**config.mk**
```make
export PLATFORM = sky130hd
export DESIGN_NAME = imc_master
export DESIGN_NICKNAME = d
export VERILOG_FILES = /design/src/logic/imc_pkg.sv /design/src/logic/imc_master.sv
export SDC_FILE = /design/constraint.sdc
export NUM_CORES = 1
export LEC_CHECK = 0
export BUFFER_PORTS_ARGS = -buffer_cell sky130_fd_sc_hd__buf_2
export CORE_MARGIN = 2
export CORE_UTILIZATION = 50
export DETAILED_ROUTE_END_ITERATION = 16
export PLACE_DENSITY = 0.76
export SLEW_MARGIN = 30
export SYNTH_ARGS = -nofsm -noshare
export SYNTH_HDL_FRONTEND = slang
export SYNTH_SLANG_ARGS = --single-unit
```
**constraint.sdc**
```tcl
create_clock -name sys_clk -period 2.2 [get_ports sys_clk]
set_input_delay 0.44 -clock sys_clk [delete_from_list [all_inputs] [get_ports sys_clk]]
set_output_delay 0.44 -clock sys_clk [all_outputs]
set_load 0.02 [all_outputs]
```
**src/logic/imc_pkg.sv**
```systemverilog
// package: register map, fields, reset values and state encoding
package imc_pkg;

   // register word offsets (byte addresses)
   localparam logic [3:0] ADDR_CTRL    = 4'h0;
   localparam logic [3:0] ADDR_CTRL2   = 4'h4;
   localparam logic [3:0] ADDR_STATUS  = 4'h8;
   localparam logic [3:0] ADDR_BUF     = 4'hC;

   // control register fields
   localparam int CTRL_EN_BIT   = 0;
   localparam int CTRL_IE_BIT   = 1;
   localparam int CTRL_SLEEP_BIT = 2;
   localparam int DIV_LSB       = 8;
   localparam int DIV_W         = 7;

   // port_control_two fields
   localparam int C2_SEN_BIT    = 0;
   localparam int C2_RSEN_BIT   = 1;
   localparam int C2_STOP_BIT   = 2;
   localparam int C2_ACK_BIT    = 4;
   localparam int C2_ACK_DATA_VALUE_BIT  = 5;
   localparam int C2_CMD_W      = 5;

   // status fields (write one to clear for sticky flags)
   localparam int ST_BF_BIT     = 0;
   localparam int ST_START_BIT  = 3;
   localparam int ST_STOP_BIT   = 4;
   localparam int ST_IRQF_BIT   = 5;
   localparam int ST_WRITE_COLLISION_FLAG_BIT   = 6;
   localparam int ST_BCOL_BIT   = 7;
   localparam int ST_WAKE_BIT   = 8;

   // reset values
   localparam logic [7:0]  RST_DIV   = 8'h00;
   localparam logic [7:0]  RST_BYTE  = 8'h00;
   localparam logic [3:0]  BITS_PER_BYTE = 4'h8;

   typedef enum logic [3:0] {
      IMC_IDLE,
      IMC_ST_CHK, IMC_ST_HOLD, IMC_ST_LOW,
      IMC_RS_REL, IMC_RS_HI, IMC_RS_LOW,
      IMC_ACK_LOW, IMC_ACK_REL, IMC_ACK_HI,
      IMC_SP_SDA, IMC_SP_CNT, IMC_SP_REL, IMC_SP_HI,
      IMC_TX_LOW, IMC_TX_HI
   } imc_state_e;

   typedef struct packed {
      logic scl_oe;
      logic sda_oe;
   } imc_pins_s;

endpackage

```
**src/logic/imc_master.sv**
```systemverilog
// i2c master sequencer: start, repeated start, ack, stop, arbitration
`timescale 1ns/1ps
module imc_master #(
   parameter int ADDR_W = 4
) (
   // clock and reset
   input  wire logic              sys_clk,
   input  wire logic              reset_n,
   // avalon-mm slave
   input  wire logic [ADDR_W-1:0] avs_address,
   input  wire logic              avs_read,
   input  wire logic              avs_write,
   input  wire logic [31:0]       avs_writedata,
   input  wire logic [3:0]        avs_byteenable,
   output logic      [31:0]       avs_readdata,
   output logic                   avs_waitrequest,
   // i2c lines, open drain: oe high pulls the line low
   input  wire logic              scl_in,
   output logic                   scl_oe,
   input  wire logic              sda_in,
   output logic                   sda_oe,
   // processor wake request
   output logic                   wake_req
);

   ////////////////////////////////////////////////////////////////////////
   // registers

   imc_pkg::imc_state_e state_r;
   logic [7:0]  ctrl_r;
   logic [6:0]  div_r;
   logic [5:0]  c2_r;
   logic [7:0]  buf_r;
   logic [7:0]  shift_r;
   logic [3:0]  bitcnt_r;
   logic        bf_r, start_r, stop_r, irqf_r, write_collision_flag_r, bcol_r, wake_r;
   logic [6:0]  brg_r;
   logic        brg_run_r;
   logic        scl_oe_r, sda_oe_r;
   logic        scl_d_r, sda_d_r;
   logic        rd_pend_r;
   logic [31:0] rdata_r;

   logic        en, ie, sleeping;
   logic        brg_tick, brg_load;
   logic        wr_hit, rd_hit;
   logic        busy;
   logic        bus_start, bus_stop;
   logic        collide, seq_done, byte_done, stop_fin;

   assign en       = ctrl_r[imc_pkg::CTRL_EN_BIT];
   assign ie       = ctrl_r[imc_pkg::CTRL_IE_BIT];
   assign sleeping = ctrl_r[imc_pkg::CTRL_SLEEP_BIT];
   assign busy     = (state_r != imc_pkg::IMC_IDLE);

   ////////////////////////////////////////////////////////////////////////
   // avalon slave: writes take one cycle, reads answer in the second

   assign wr_hit = avs_write;
   assign rd_hit = avs_read & ~rd_pend_r;
   assign avs_waitrequest = avs_read & ~rd_pend_r;
   assign avs_readdata    = rdata_r;

   always_ff @(posedge sys_clk)
   begin
      if (!reset_n)
         rd_pend_r <= 1'b0;
      else
         rd_pend_r <= rd_hit;
   end

   always_ff @(posedge sys_clk)
   begin
      if (!reset_n)
         rdata_r <= 32'h0000_0000;
      else if (rd_hit)
      begin
         unique case (avs_address)
            imc_pkg::ADDR_CTRL:
               rdata_r <= {17'h0_0000, div_r, ctrl_r};
            imc_pkg::ADDR_CTRL2:
               rdata_r <= {26'h000_0000, c2_r};
            imc_pkg::ADDR_STATUS:
               rdata_r <= {23'h00_0000, wake_r, bcol_r, write_collision_flag_r, irqf_r,
                           stop_r, start_r, 2'h0, bf_r};
            imc_pkg::ADDR_BUF:
               rdata_r <= {24'h00_0000, buf_r};
            default:
               rdata_r <= 32'h0000_0000;
         endcase
      end
   end

   // control register; clearing the enable aborts everything but the sticky status flags
   always_ff @(posedge sys_clk)
   begin
      if (!reset_n)
      begin
         ctrl_r <= 8'h00;
         div_r  <= imc_pkg::RST_DIV[6:0];
      end
      else if (wr_hit && avs_address == imc_pkg::ADDR_CTRL)
      begin
         if (avs_byteenable[0])
            ctrl_r <= avs_writedata[7:0];
         if (avs_byteenable[1])
            div_r <= avs_writedata[imc_pkg::DIV_LSB +: imc_pkg::DIV_W];
      end
   end

   ////////////////////////////////////////////////////////////////////////
   // bit rate counter: reload from divider, tick on reaching zero

   assign brg_tick = brg_run_r & (brg_r == 7'h00);

   always_ff @(posedge sys_clk)
   begin
      if (!reset_n || !en)
      begin
         brg_r     <= 7'h00;
         brg_run_r <= 1'b0;
      end
      else if (brg_load)
      begin
         brg_r     <= div_r;
         brg_run_r <= 1'b1;
      end
      else if (!busy)
         brg_run_r <= 1'b0;
      else if (brg_tick)
         brg_run_r <= 1'b0;
      else if (brg_run_r)
         brg_r <= brg_r - 7'h01;
   end

   ////////////////////////////////////////////////////////////////////////
   // bus condition monitor, also used while another master owns the bus

   always_ff @(posedge sys_clk)
   begin
      if (!reset_n)
      begin
         scl_d_r <= 1'b1;
         sda_d_r <= 1'b1;
      end
      else
      begin
         scl_d_r <= scl_in;
         sda_d_r <= sda_in;
      end
   end

   assign bus_start = scl_in & scl_d_r & sda_d_r & ~sda_in;
   assign bus_stop  = scl_in & scl_d_r & ~sda_d_r & sda_in;

   ////////////////////////////////////////////////////////////////////////
   // sequencer

   always_comb
   begin
      brg_load  = 1'b0;
      collide   = 1'b0;
      seq_done  = 1'b0;
      byte_done = 1'b0;
      stop_fin  = 1'b0;
      unique case (state_r)
         imc_pkg::IMC_IDLE:
            brg_load = 1'b0;
         imc_pkg::IMC_ST_CHK:
            if (!sda_in || !scl_in)
               collide = 1'b1;
            else
               brg_load = 1'b1;
         imc_pkg::IMC_ST_HOLD:
            if (!scl_in)
               collide = 1'b1;
            else if (!sda_in || brg_tick)
               brg_load = 1'b1;
         imc_pkg::IMC_ST_LOW:
            seq_done = brg_tick;
         imc_pkg::IMC_RS_REL:
            // first count runs with the clock still held low
            if (scl_oe_r)
               brg_load = ~brg_run_r & sda_in;
            else if (scl_in && !sda_in)
               collide = 1'b1;
            else if (scl_in)
               brg_load = 1'b1;
         imc_pkg::IMC_RS_HI:
            if (!scl_in && sda_in)
               collide = 1'b1;
            else if (!sda_in || brg_tick)
               brg_load = 1'b1;
         imc_pkg::IMC_RS_LOW:
            seq_done = brg_tick;
         imc_pkg::IMC_ACK_LOW:
            brg_load = ~brg_run_r;
         imc_pkg::IMC_ACK_REL:
            if (scl_in && c2_r[imc_pkg::C2_ACK_DATA_VALUE_BIT] && !sda_in)
               collide = 1'b1;
            else if (scl_in)
               brg_load = 1'b1;
         imc_pkg::IMC_ACK_HI:
            seq_done = brg_tick;
         imc_pkg::IMC_SP_SDA:
            brg_load = ~sda_in;
         imc_pkg::IMC_SP_CNT:
            brg_load = 1'b0;
         imc_pkg::IMC_SP_REL:
            if (!scl_in && scl_d_r)
               collide = 1'b1;
            // load once the clock reads high, reload at its tick
            else if (scl_in && (!brg_run_r || brg_tick))
               brg_load = 1'b1;
         imc_pkg::IMC_SP_HI:
            if (brg_tick && !sda_in)
               collide = 1'b1;
            else if (brg_tick)
               stop_fin = 1'b1;
         imc_pkg::IMC_TX_LOW:
            brg_load = ~brg_run_r;
         imc_pkg::IMC_TX_HI:
            if (scl_in && !sda_oe_r && !sda_in && bitcnt_r != 4'h0)
               collide = 1'b1;
            else if (!brg_run_r)
               brg_load = scl_in;
            else if (brg_tick && bitcnt_r == 4'h0)
               byte_done = 1'b1;
      endcase
   end

   always_ff @(posedge sys_clk)
   begin
      if (!reset_n || !en)
      begin
         state_r  <= imc_pkg::IMC_IDLE;
         scl_oe_r <= 1'b0;
         sda_oe_r <= 1'b0;
         bitcnt_r <= 4'h0;
         shift_r  <= imc_pkg::RST_BYTE;
      end
      else if (collide)
      begin
         state_r  <= imc_pkg::IMC_IDLE;
         scl_oe_r <= 1'b0;
         sda_oe_r <= 1'b0;
         bitcnt_r <= 4'h0;
      end
      else
      begin
         unique case (state_r)
            imc_pkg::IMC_IDLE:
               if (wr_hit && avs_address == imc_pkg::ADDR_BUF)
               begin
                  shift_r  <= avs_writedata[7:0];
                  bitcnt_r <= imc_pkg::BITS_PER_BYTE;
                  state_r  <= imc_pkg::IMC_TX_LOW;
                  scl_oe_r <= 1'b1;
               end
               else if (wr_hit && avs_address == imc_pkg::ADDR_CTRL2
                        && avs_byteenable[0])
               begin
                  if (avs_writedata[imc_pkg::C2_SEN_BIT])
                     state_r <= imc_pkg::IMC_ST_CHK;
                  else if (avs_writedata[imc_pkg::C2_RSEN_BIT])
                  begin
                     state_r  <= imc_pkg::IMC_RS_REL;
                     sda_oe_r <= 1'b0;
                     scl_oe_r <= 1'b1;
                  end
                  else if (avs_writedata[imc_pkg::C2_STOP_BIT])
                  begin
                     state_r  <= imc_pkg::IMC_SP_SDA;
                     scl_oe_r <= 1'b1;
                     sda_oe_r <= 1'b1;
                  end
                  else if (avs_writedata[imc_pkg::C2_ACK_BIT])
                  begin
                     state_r  <= imc_pkg::IMC_ACK_LOW;
                     scl_oe_r <= 1'b1;
                     sda_oe_r <= ~avs_writedata[imc_pkg::C2_ACK_DATA_VALUE_BIT];
                  end
               end
            imc_pkg::IMC_ST_CHK:
               state_r <= imc_pkg::IMC_ST_HOLD;
            imc_pkg::IMC_ST_HOLD:
               if (brg_load)
               begin
                  sda_oe_r <= 1'b1;
                  state_r  <= imc_pkg::IMC_ST_LOW;
               end
            imc_pkg::IMC_ST_LOW,
            imc_pkg::IMC_RS_LOW,
            imc_pkg::IMC_ACK_HI:
               if (seq_done)
               begin
                  scl_oe_r <= 1'b1;
                  state_r  <= imc_pkg::IMC_IDLE;
               end
            imc_pkg::IMC_RS_REL:
               if (scl_oe_r && brg_tick)
                  scl_oe_r <= 1'b0;
               else if (!scl_oe_r && brg_load)
                  state_r <= imc_pkg::IMC_RS_HI;
            imc_pkg::IMC_RS_HI:
               if (brg_load)
               begin
                  sda_oe_r <= 1'b1;
                  state_r  <= imc_pkg::IMC_RS_LOW;
               end
            imc_pkg::IMC_ACK_LOW:
               if (brg_tick)
               begin
                  scl_oe_r <= 1'b0;
                  state_r  <= imc_pkg::IMC_ACK_REL;
               end
            imc_pkg::IMC_ACK_REL:
               if (brg_load)
                  state_r <= imc_pkg::IMC_ACK_HI;
            imc_pkg::IMC_SP_SDA:
               if (brg_load)
                  state_r <= imc_pkg::IMC_SP_CNT;
            imc_pkg::IMC_SP_CNT:
               if (brg_tick)
               begin
                  scl_oe_r <= 1'b0;
                  state_r  <= imc_pkg::IMC_SP_REL;
               end
            imc_pkg::IMC_SP_REL:
               if (brg_tick)
               begin
                  sda_oe_r <= 1'b0;
                  state_r  <= imc_pkg::IMC_SP_HI;
               end
            imc_pkg::IMC_SP_HI:
               if (stop_fin)
                  state_r <= imc_pkg::IMC_IDLE;
            imc_pkg::IMC_TX_LOW:
               if (brg_tick)
               begin
                  scl_oe_r <= 1'b0;
                  state_r  <= imc_pkg::IMC_TX_HI;
               end
               else if (bitcnt_r != 4'h0)
                  sda_oe_r <= ~shift_r[7];
               else
                  sda_oe_r <= 1'b0;
            imc_pkg::IMC_TX_HI:
               if (brg_tick)
               begin
                  scl_oe_r <= 1'b1;
                  if (byte_done)
                     state_r <= imc_pkg::IMC_IDLE;
                  else
                  begin
                     shift_r  <= {shift_r[6:0], 1'b0};
                     bitcnt_r <= bitcnt_r - 4'h1;
                     state_r  <= imc_pkg::IMC_TX_LOW;
                  end
               end
         endcase
      end
   end

   ////////////////////////////////////////////////////////////////////////
   // control-two: command bits self clear, frozen while busy

   always_ff @(posedge sys_clk)
   begin
      if (!reset_n || !en)
         c2_r <= 6'h00;
      else
      begin
         if (wr_hit && avs_address == imc_pkg::ADDR_CTRL2
             && avs_byteenable[0])
         begin
            c2_r[imc_pkg::C2_ACK_DATA_VALUE_BIT] <=
               avs_writedata[imc_pkg::C2_ACK_DATA_VALUE_BIT];
            if (!busy)
               c2_r[imc_pkg::C2_CMD_W-1:0] <=
                  avs_writedata[imc_pkg::C2_CMD_W-1:0];
         end
         if (collide || seq_done || stop_fin)
            c2_r[imc_pkg::C2_CMD_W-1:0] <= 5'h00;
      end
   end

   ////////////////////////////////////////////////////////////////////////
   // status flags: hardware set beats a same-cycle software clear

   logic st_clr;
   logic [8:0] clr_mask;
   assign st_clr   = wr_hit && avs_address == imc_pkg::ADDR_STATUS;
   assign clr_mask = st_clr ? avs_writedata[8:0] : 9'h000;

   always_ff @(posedge sys_clk)
   begin
      if (!reset_n || !en)
      begin
         start_r <= 1'b0;
         stop_r  <= 1'b0;
      end
      else if (bus_start)
      begin
         start_r <= 1'b1;
         stop_r  <= 1'b0;
      end
      else if (bus_stop)
      begin
         stop_r  <= 1'b1;
         start_r <= 1'b0;
      end
   end

   always_ff @(posedge sys_clk)
   begin
      if (!reset_n || !en)
      begin
         bf_r  <= 1'b0;
         buf_r <= imc_pkg::RST_BYTE;
      end
      else if (collide)
         bf_r <= 1'b0;
      else if (wr_hit && avs_address == imc_pkg::ADDR_BUF && !busy)
      begin
         buf_r <= avs_writedata[7:0];
         bf_r  <= 1'b1;
      end
      else if (byte_done)
         bf_r <= 1'b0;
   end

   always_ff @(posedge sys_clk)
   begin
      if (!reset_n)
      begin
         write_collision_flag_r <= 1'b0;
         bcol_r <= 1'b0;
         irqf_r <= 1'b0;
         wake_r <= 1'b0;
      end
      else
      begin
         if (wr_hit && avs_address == imc_pkg::ADDR_BUF && busy)
            write_collision_flag_r <= 1'b1;
         else if (clr_mask[imc_pkg::ST_WRITE_COLLISION_FLAG_BIT])
            write_collision_flag_r <= 1'b0;
         if (collide)
            bcol_r <= 1'b1;
         else if (clr_mask[imc_pkg::ST_BCOL_BIT])
            bcol_r <= 1'b0;
         if (stop_fin || seq_done || byte_done || (bus_stop && !busy))
            irqf_r <= 1'b1;
         else if (clr_mask[imc_pkg::ST_IRQF_BIT])
            irqf_r <= 1'b0;
         if (sleeping && ie && byte_done)
            wake_r <= 1'b1;
         else if (clr_mask[imc_pkg::ST_WAKE_BIT] || !sleeping)
            wake_r <= 1'b0;
      end
   end

   assign scl_oe   = scl_oe_r;
   assign sda_oe   = sda_oe_r;
   assign wake_req = wake_r;

endmodule

```
==> results.sh <==
export IMPL_status="finished clean"
export IMPL_maxCapViolCount=0
export IMPL_slew_violations=0
export IMPL_cts_buffers=9
export IMPL_clock_latency_ns=0.36
export IMPL_path_class="reg -> reg"
export IMPL_p_per_area_nw_per_um2=539
export IMPL_worstMarginPinSlew_ns=0.546
export IMPL_grt_usage=0.252
export IMPL_min_to="div_r[5]"
export IMPL_seqCellArea_um2=1610
export IMPL_dieArea_um2=9350
export IMPL_regToRegSetupSlack_ns=0.02
export IMPL_holdWs_ns=0.323
export IMPL_grt_max_degree=28
export IMPL_finalCritPeriodShare=0.991
export IMPL_min_delay_start="avs_writedata[13]"
export IMPL_rows=33
export IMPL_avgSynthCellArea_um2=8.26
export IMPL_cts_root_buf="clkbuf_8"
export IMPL_overflow=0
export IMPL_syn_inst=520
export IMPL_die_h_um=96.7
export IMPL_dpl_instance_area_um2=4850
export IMPL_first_pass_iters=5
export IMPL_htree_num_levels=3
export IMPL_final_setup_viol_count=0
export IMPL_slew_limit_headroom=0.634
export IMPL_worstPathArrival_ns=2.45
export IMPL_drcViolationCount=0
export IMPL_holdPathStages=3
export IMPL_antenna_found_initial=0
export IMPL_hpwl_um=8630
export IMPL_yosys_warnings=0
export IMPL_clock_fmax_mhz=459
export IMPL_place_congestion=0.886
export IMPL_vdd_drop_max_mv=0.331
export IMPL_wire_per_inst_um=16.9
export IMPL_routed_wl_um=12000
export IMPL_hold_path_class="in -> reg"
export IMPL_rsz0062_at_grt="true"
export IMPL_finalPower_mw=2.81
export IMPL_ant_nets=0
export IMPL_synthArstFlopShare=0
export IMPL_reg2reg_to="shift_r[4]"
export IMPL_drive_above_1_share=0.266
export IMPL_rr_worst_depth=11
export IMPL_hold_violations=0
export IMPL_clockBufferDepth=2
export IMPL_startpoint_type="flop"
export IMPL_cts_tree="yes"
export IMPL_r2r_start="bitcnt_r[1]"
export IMPL_grt_first_pass_wirelength_um=19500
export IMPL_die_x_um=96.7
export IMPL_vias=4146
export IMPL_cp_max_fo=8
export IMPL_synth_distinct_cells=65
export IMPL_syn_to_final_growth_pct=21.5
export IMPL_final_area_um2=5220
export IMPL_ys_ff_latch=80
export IMPL_cts_sinks=80
export IMPL_diodes=0
export IMPL_final_min_clock_period_ns=2.18
export IMPL_hold_buffers=0
export IMPL_synth_enable_flop_cells=0
export IMPL_leakage_nw=2.03
export IMPL_cp_end_kind="flop"
export IMPL_clock_skew_ns=0.0121
export IMPL_synth_seq_area_share=0.373
export IMPL_synth_main_ff_cell="dfxtp_1"
export IMPL_netlist_area_um2=4300
export IMPL_final_nets=651
export IMPL_portBuffers=45
export IMPL_grt_pass1_vias=3965
export IMPL_multi_input_area_um2=2480
export IMPL_cp_required_ns=2.47
export IMPL_pin_count=82
export IMPL_first_iter_violations=336
export IMPL_fill_cells=704
export IMPL_viasPerCell=5.83
export IMPL_core_area_um2=8260
export IMPL_clk_pin_slew_worst_paths_ns=0.09
export IMPL_initial_core_util=0.520
## worst max path at each step
| stage | start | to | cells past startpoint | slack, ns |
|---|---|---|---|---|
| 4_1_cts | brg_r[3] | bitcnt_r[3] | 6 | 0.02 |
| 3_5_place_dp | bitcnt_r[0] | brg_r[4] | 9 | -0.09 |
| 6_report | bitcnt_r[1] | shift_r[4] | 11 | 0.02 |
| 3_3_place_gp | bitcnt_r[0] | brg_r[1] | 9 | -0.04 |
| 5_1_grt | bitcnt_r[0] | brg_r[1] | 9 | -0.05 |
| 2_1_floorplan | bitcnt_r[0] | brg_r[2] | 10 | 0.01 |
## final cells by class
| type | count | share of cell area |
|---|---|---|
| clock buffers | 9 | 0.0237 |
| clock inverters | 7 | 0.0163 |
| inverters | 17 | 0.0122 |
| multi-input cells | 389 | 0.476 |
| flip-flops and latches | 80 | 0.308 |
| well taps | 105 | 0.0252 |
| repair buffers | 104 | 0.138 |
## metal layers
metal	global-route usage	routed length, µm
met5	0	0
met2	0.429	5830
met4	0.0813	364
met1	0.326	5020
met3	0.0405	775
## critical path, stage by stage, from the launching register on
cell      delay, ns
dfxtp_2        0.35
inv_2          0.05
ha_4           0.15
nor3b_4        0.16
or4b_4         0.51
buf_4          0.15
buf_6          0.11
nor2_4         0.07
buf_6          0.12
nor2_8         0.05
buf_6          0.13
a311oi_1       0.24
## cell usage after synthesis, drive strengths merged, types with 3 or more instances
master,count,area share
a211oi,10,0.017
ha,4,0.012
or3,6,0.0087
nand3b,4,0.0070
xnor2,8,0.016
a21oi,32,0.037
clkbuf,24,0.021
nor2,83,0.078
mux4,4,0.021
nand2,53,0.046
mux2i,29,0.068
buf,26,0.045
or4,4,0.0096
inv,16,0.014
nor2b,8,0.012
nor4,5,0.0073
o21ai,20,0.023
nor3,7,0.0082
a32oi,3,0.0061
nand3,8,0.0093
a22oi,16,0.028
dfxtp,80,0.37
a311oi,8,0.021
o32ai,3,0.0061
nand2b,13,0.019
a21o,6,0.010
## layout by cell type (no fill, tap or decap), types with 4 or more instances in the layout
cell type / count
a211oi_1: 7
a21o_1: 6
a21oi_1: 32
a22oi_1: 16
a311oi_1: 5
buf_2: 45
buf_4: 52
buf_6: 4
clkbuf_8: 9
conb_1: 17
dfxtp_1: 74
dfxtp_2: 6
inv_1: 14
mux2i_1: 29
mux4_2: 4
nand2_1: 53
nand2b_1: 13
nand3_1: 8
nand3b_1: 4
nor2_1: 75
nor2_2: 6
nor2b_1: 8
nor3_1: 7
nor4_1: 4
o21ai_0: 19
or3_1: 6
xnor2_1: 8
## stage by stage
step | setup TNS [ns] | instances | util | worst slack (ns)
3_5_place_dp | -0.793 | 691 | 0.588 | -0.0850
4_1_cts | 0 | 708 | 0.624 | 0.0173
6_report | 0 | 711 | 0.632 | 0.0198
5_1_grt | -0.260 | 711 | 0.632 | -0.0527
2_1_floorplan | 0 | 536 | - | 0.0132
3_3_place_gp | -0.0702 | 691 | 0.588 | -0.0370
## report_power, final
part | internal (mW) | switching [mW] | leakage [nW]
logic | 0.0588 | 0.126 | 1.28
registers | 1.45 | 0.00370 | 0.648
clock network | 0.549 | 0.621 | 0.100
total | 2.06 | 0.751 | 2.03
## logic make-up (layout without fill, tap and decap cells)
kind of cell               count (synthesis)  after routing  share of synthesized area
AOI/OAI and AO/OA                        117            117                      0.186
xor gates and xnor gates                   9              9                     0.0183
adders and majority gates                  4              4                     0.0116
buffers and inverters                     67            137                     0.0812
DFF                                       80             80                      0.373
muxes                                     35             35                     0.0938
other                                      1             17                   0.000873
and+or+nand+nor                          207            207                      0.236
## state kept, by name (all words and copies together), names as in the netlist, 4 cells and up
name and cells:
bitcnt_r 4, ctrl_r 8, shift_r 8, buf_r 8, div_r 7, brg_r 7, avs_readdata 15, c2_r 6
state_r 4
## timing repair
action / in CTS / in global routing
resized for setup: 24 / 9
setup buffers: 2 / 2
cloned: 0 / 1
pin swaps: 9 / 13
endpoints found under the setup margin: 19 / 31
(Power assumes the default switching activity.)
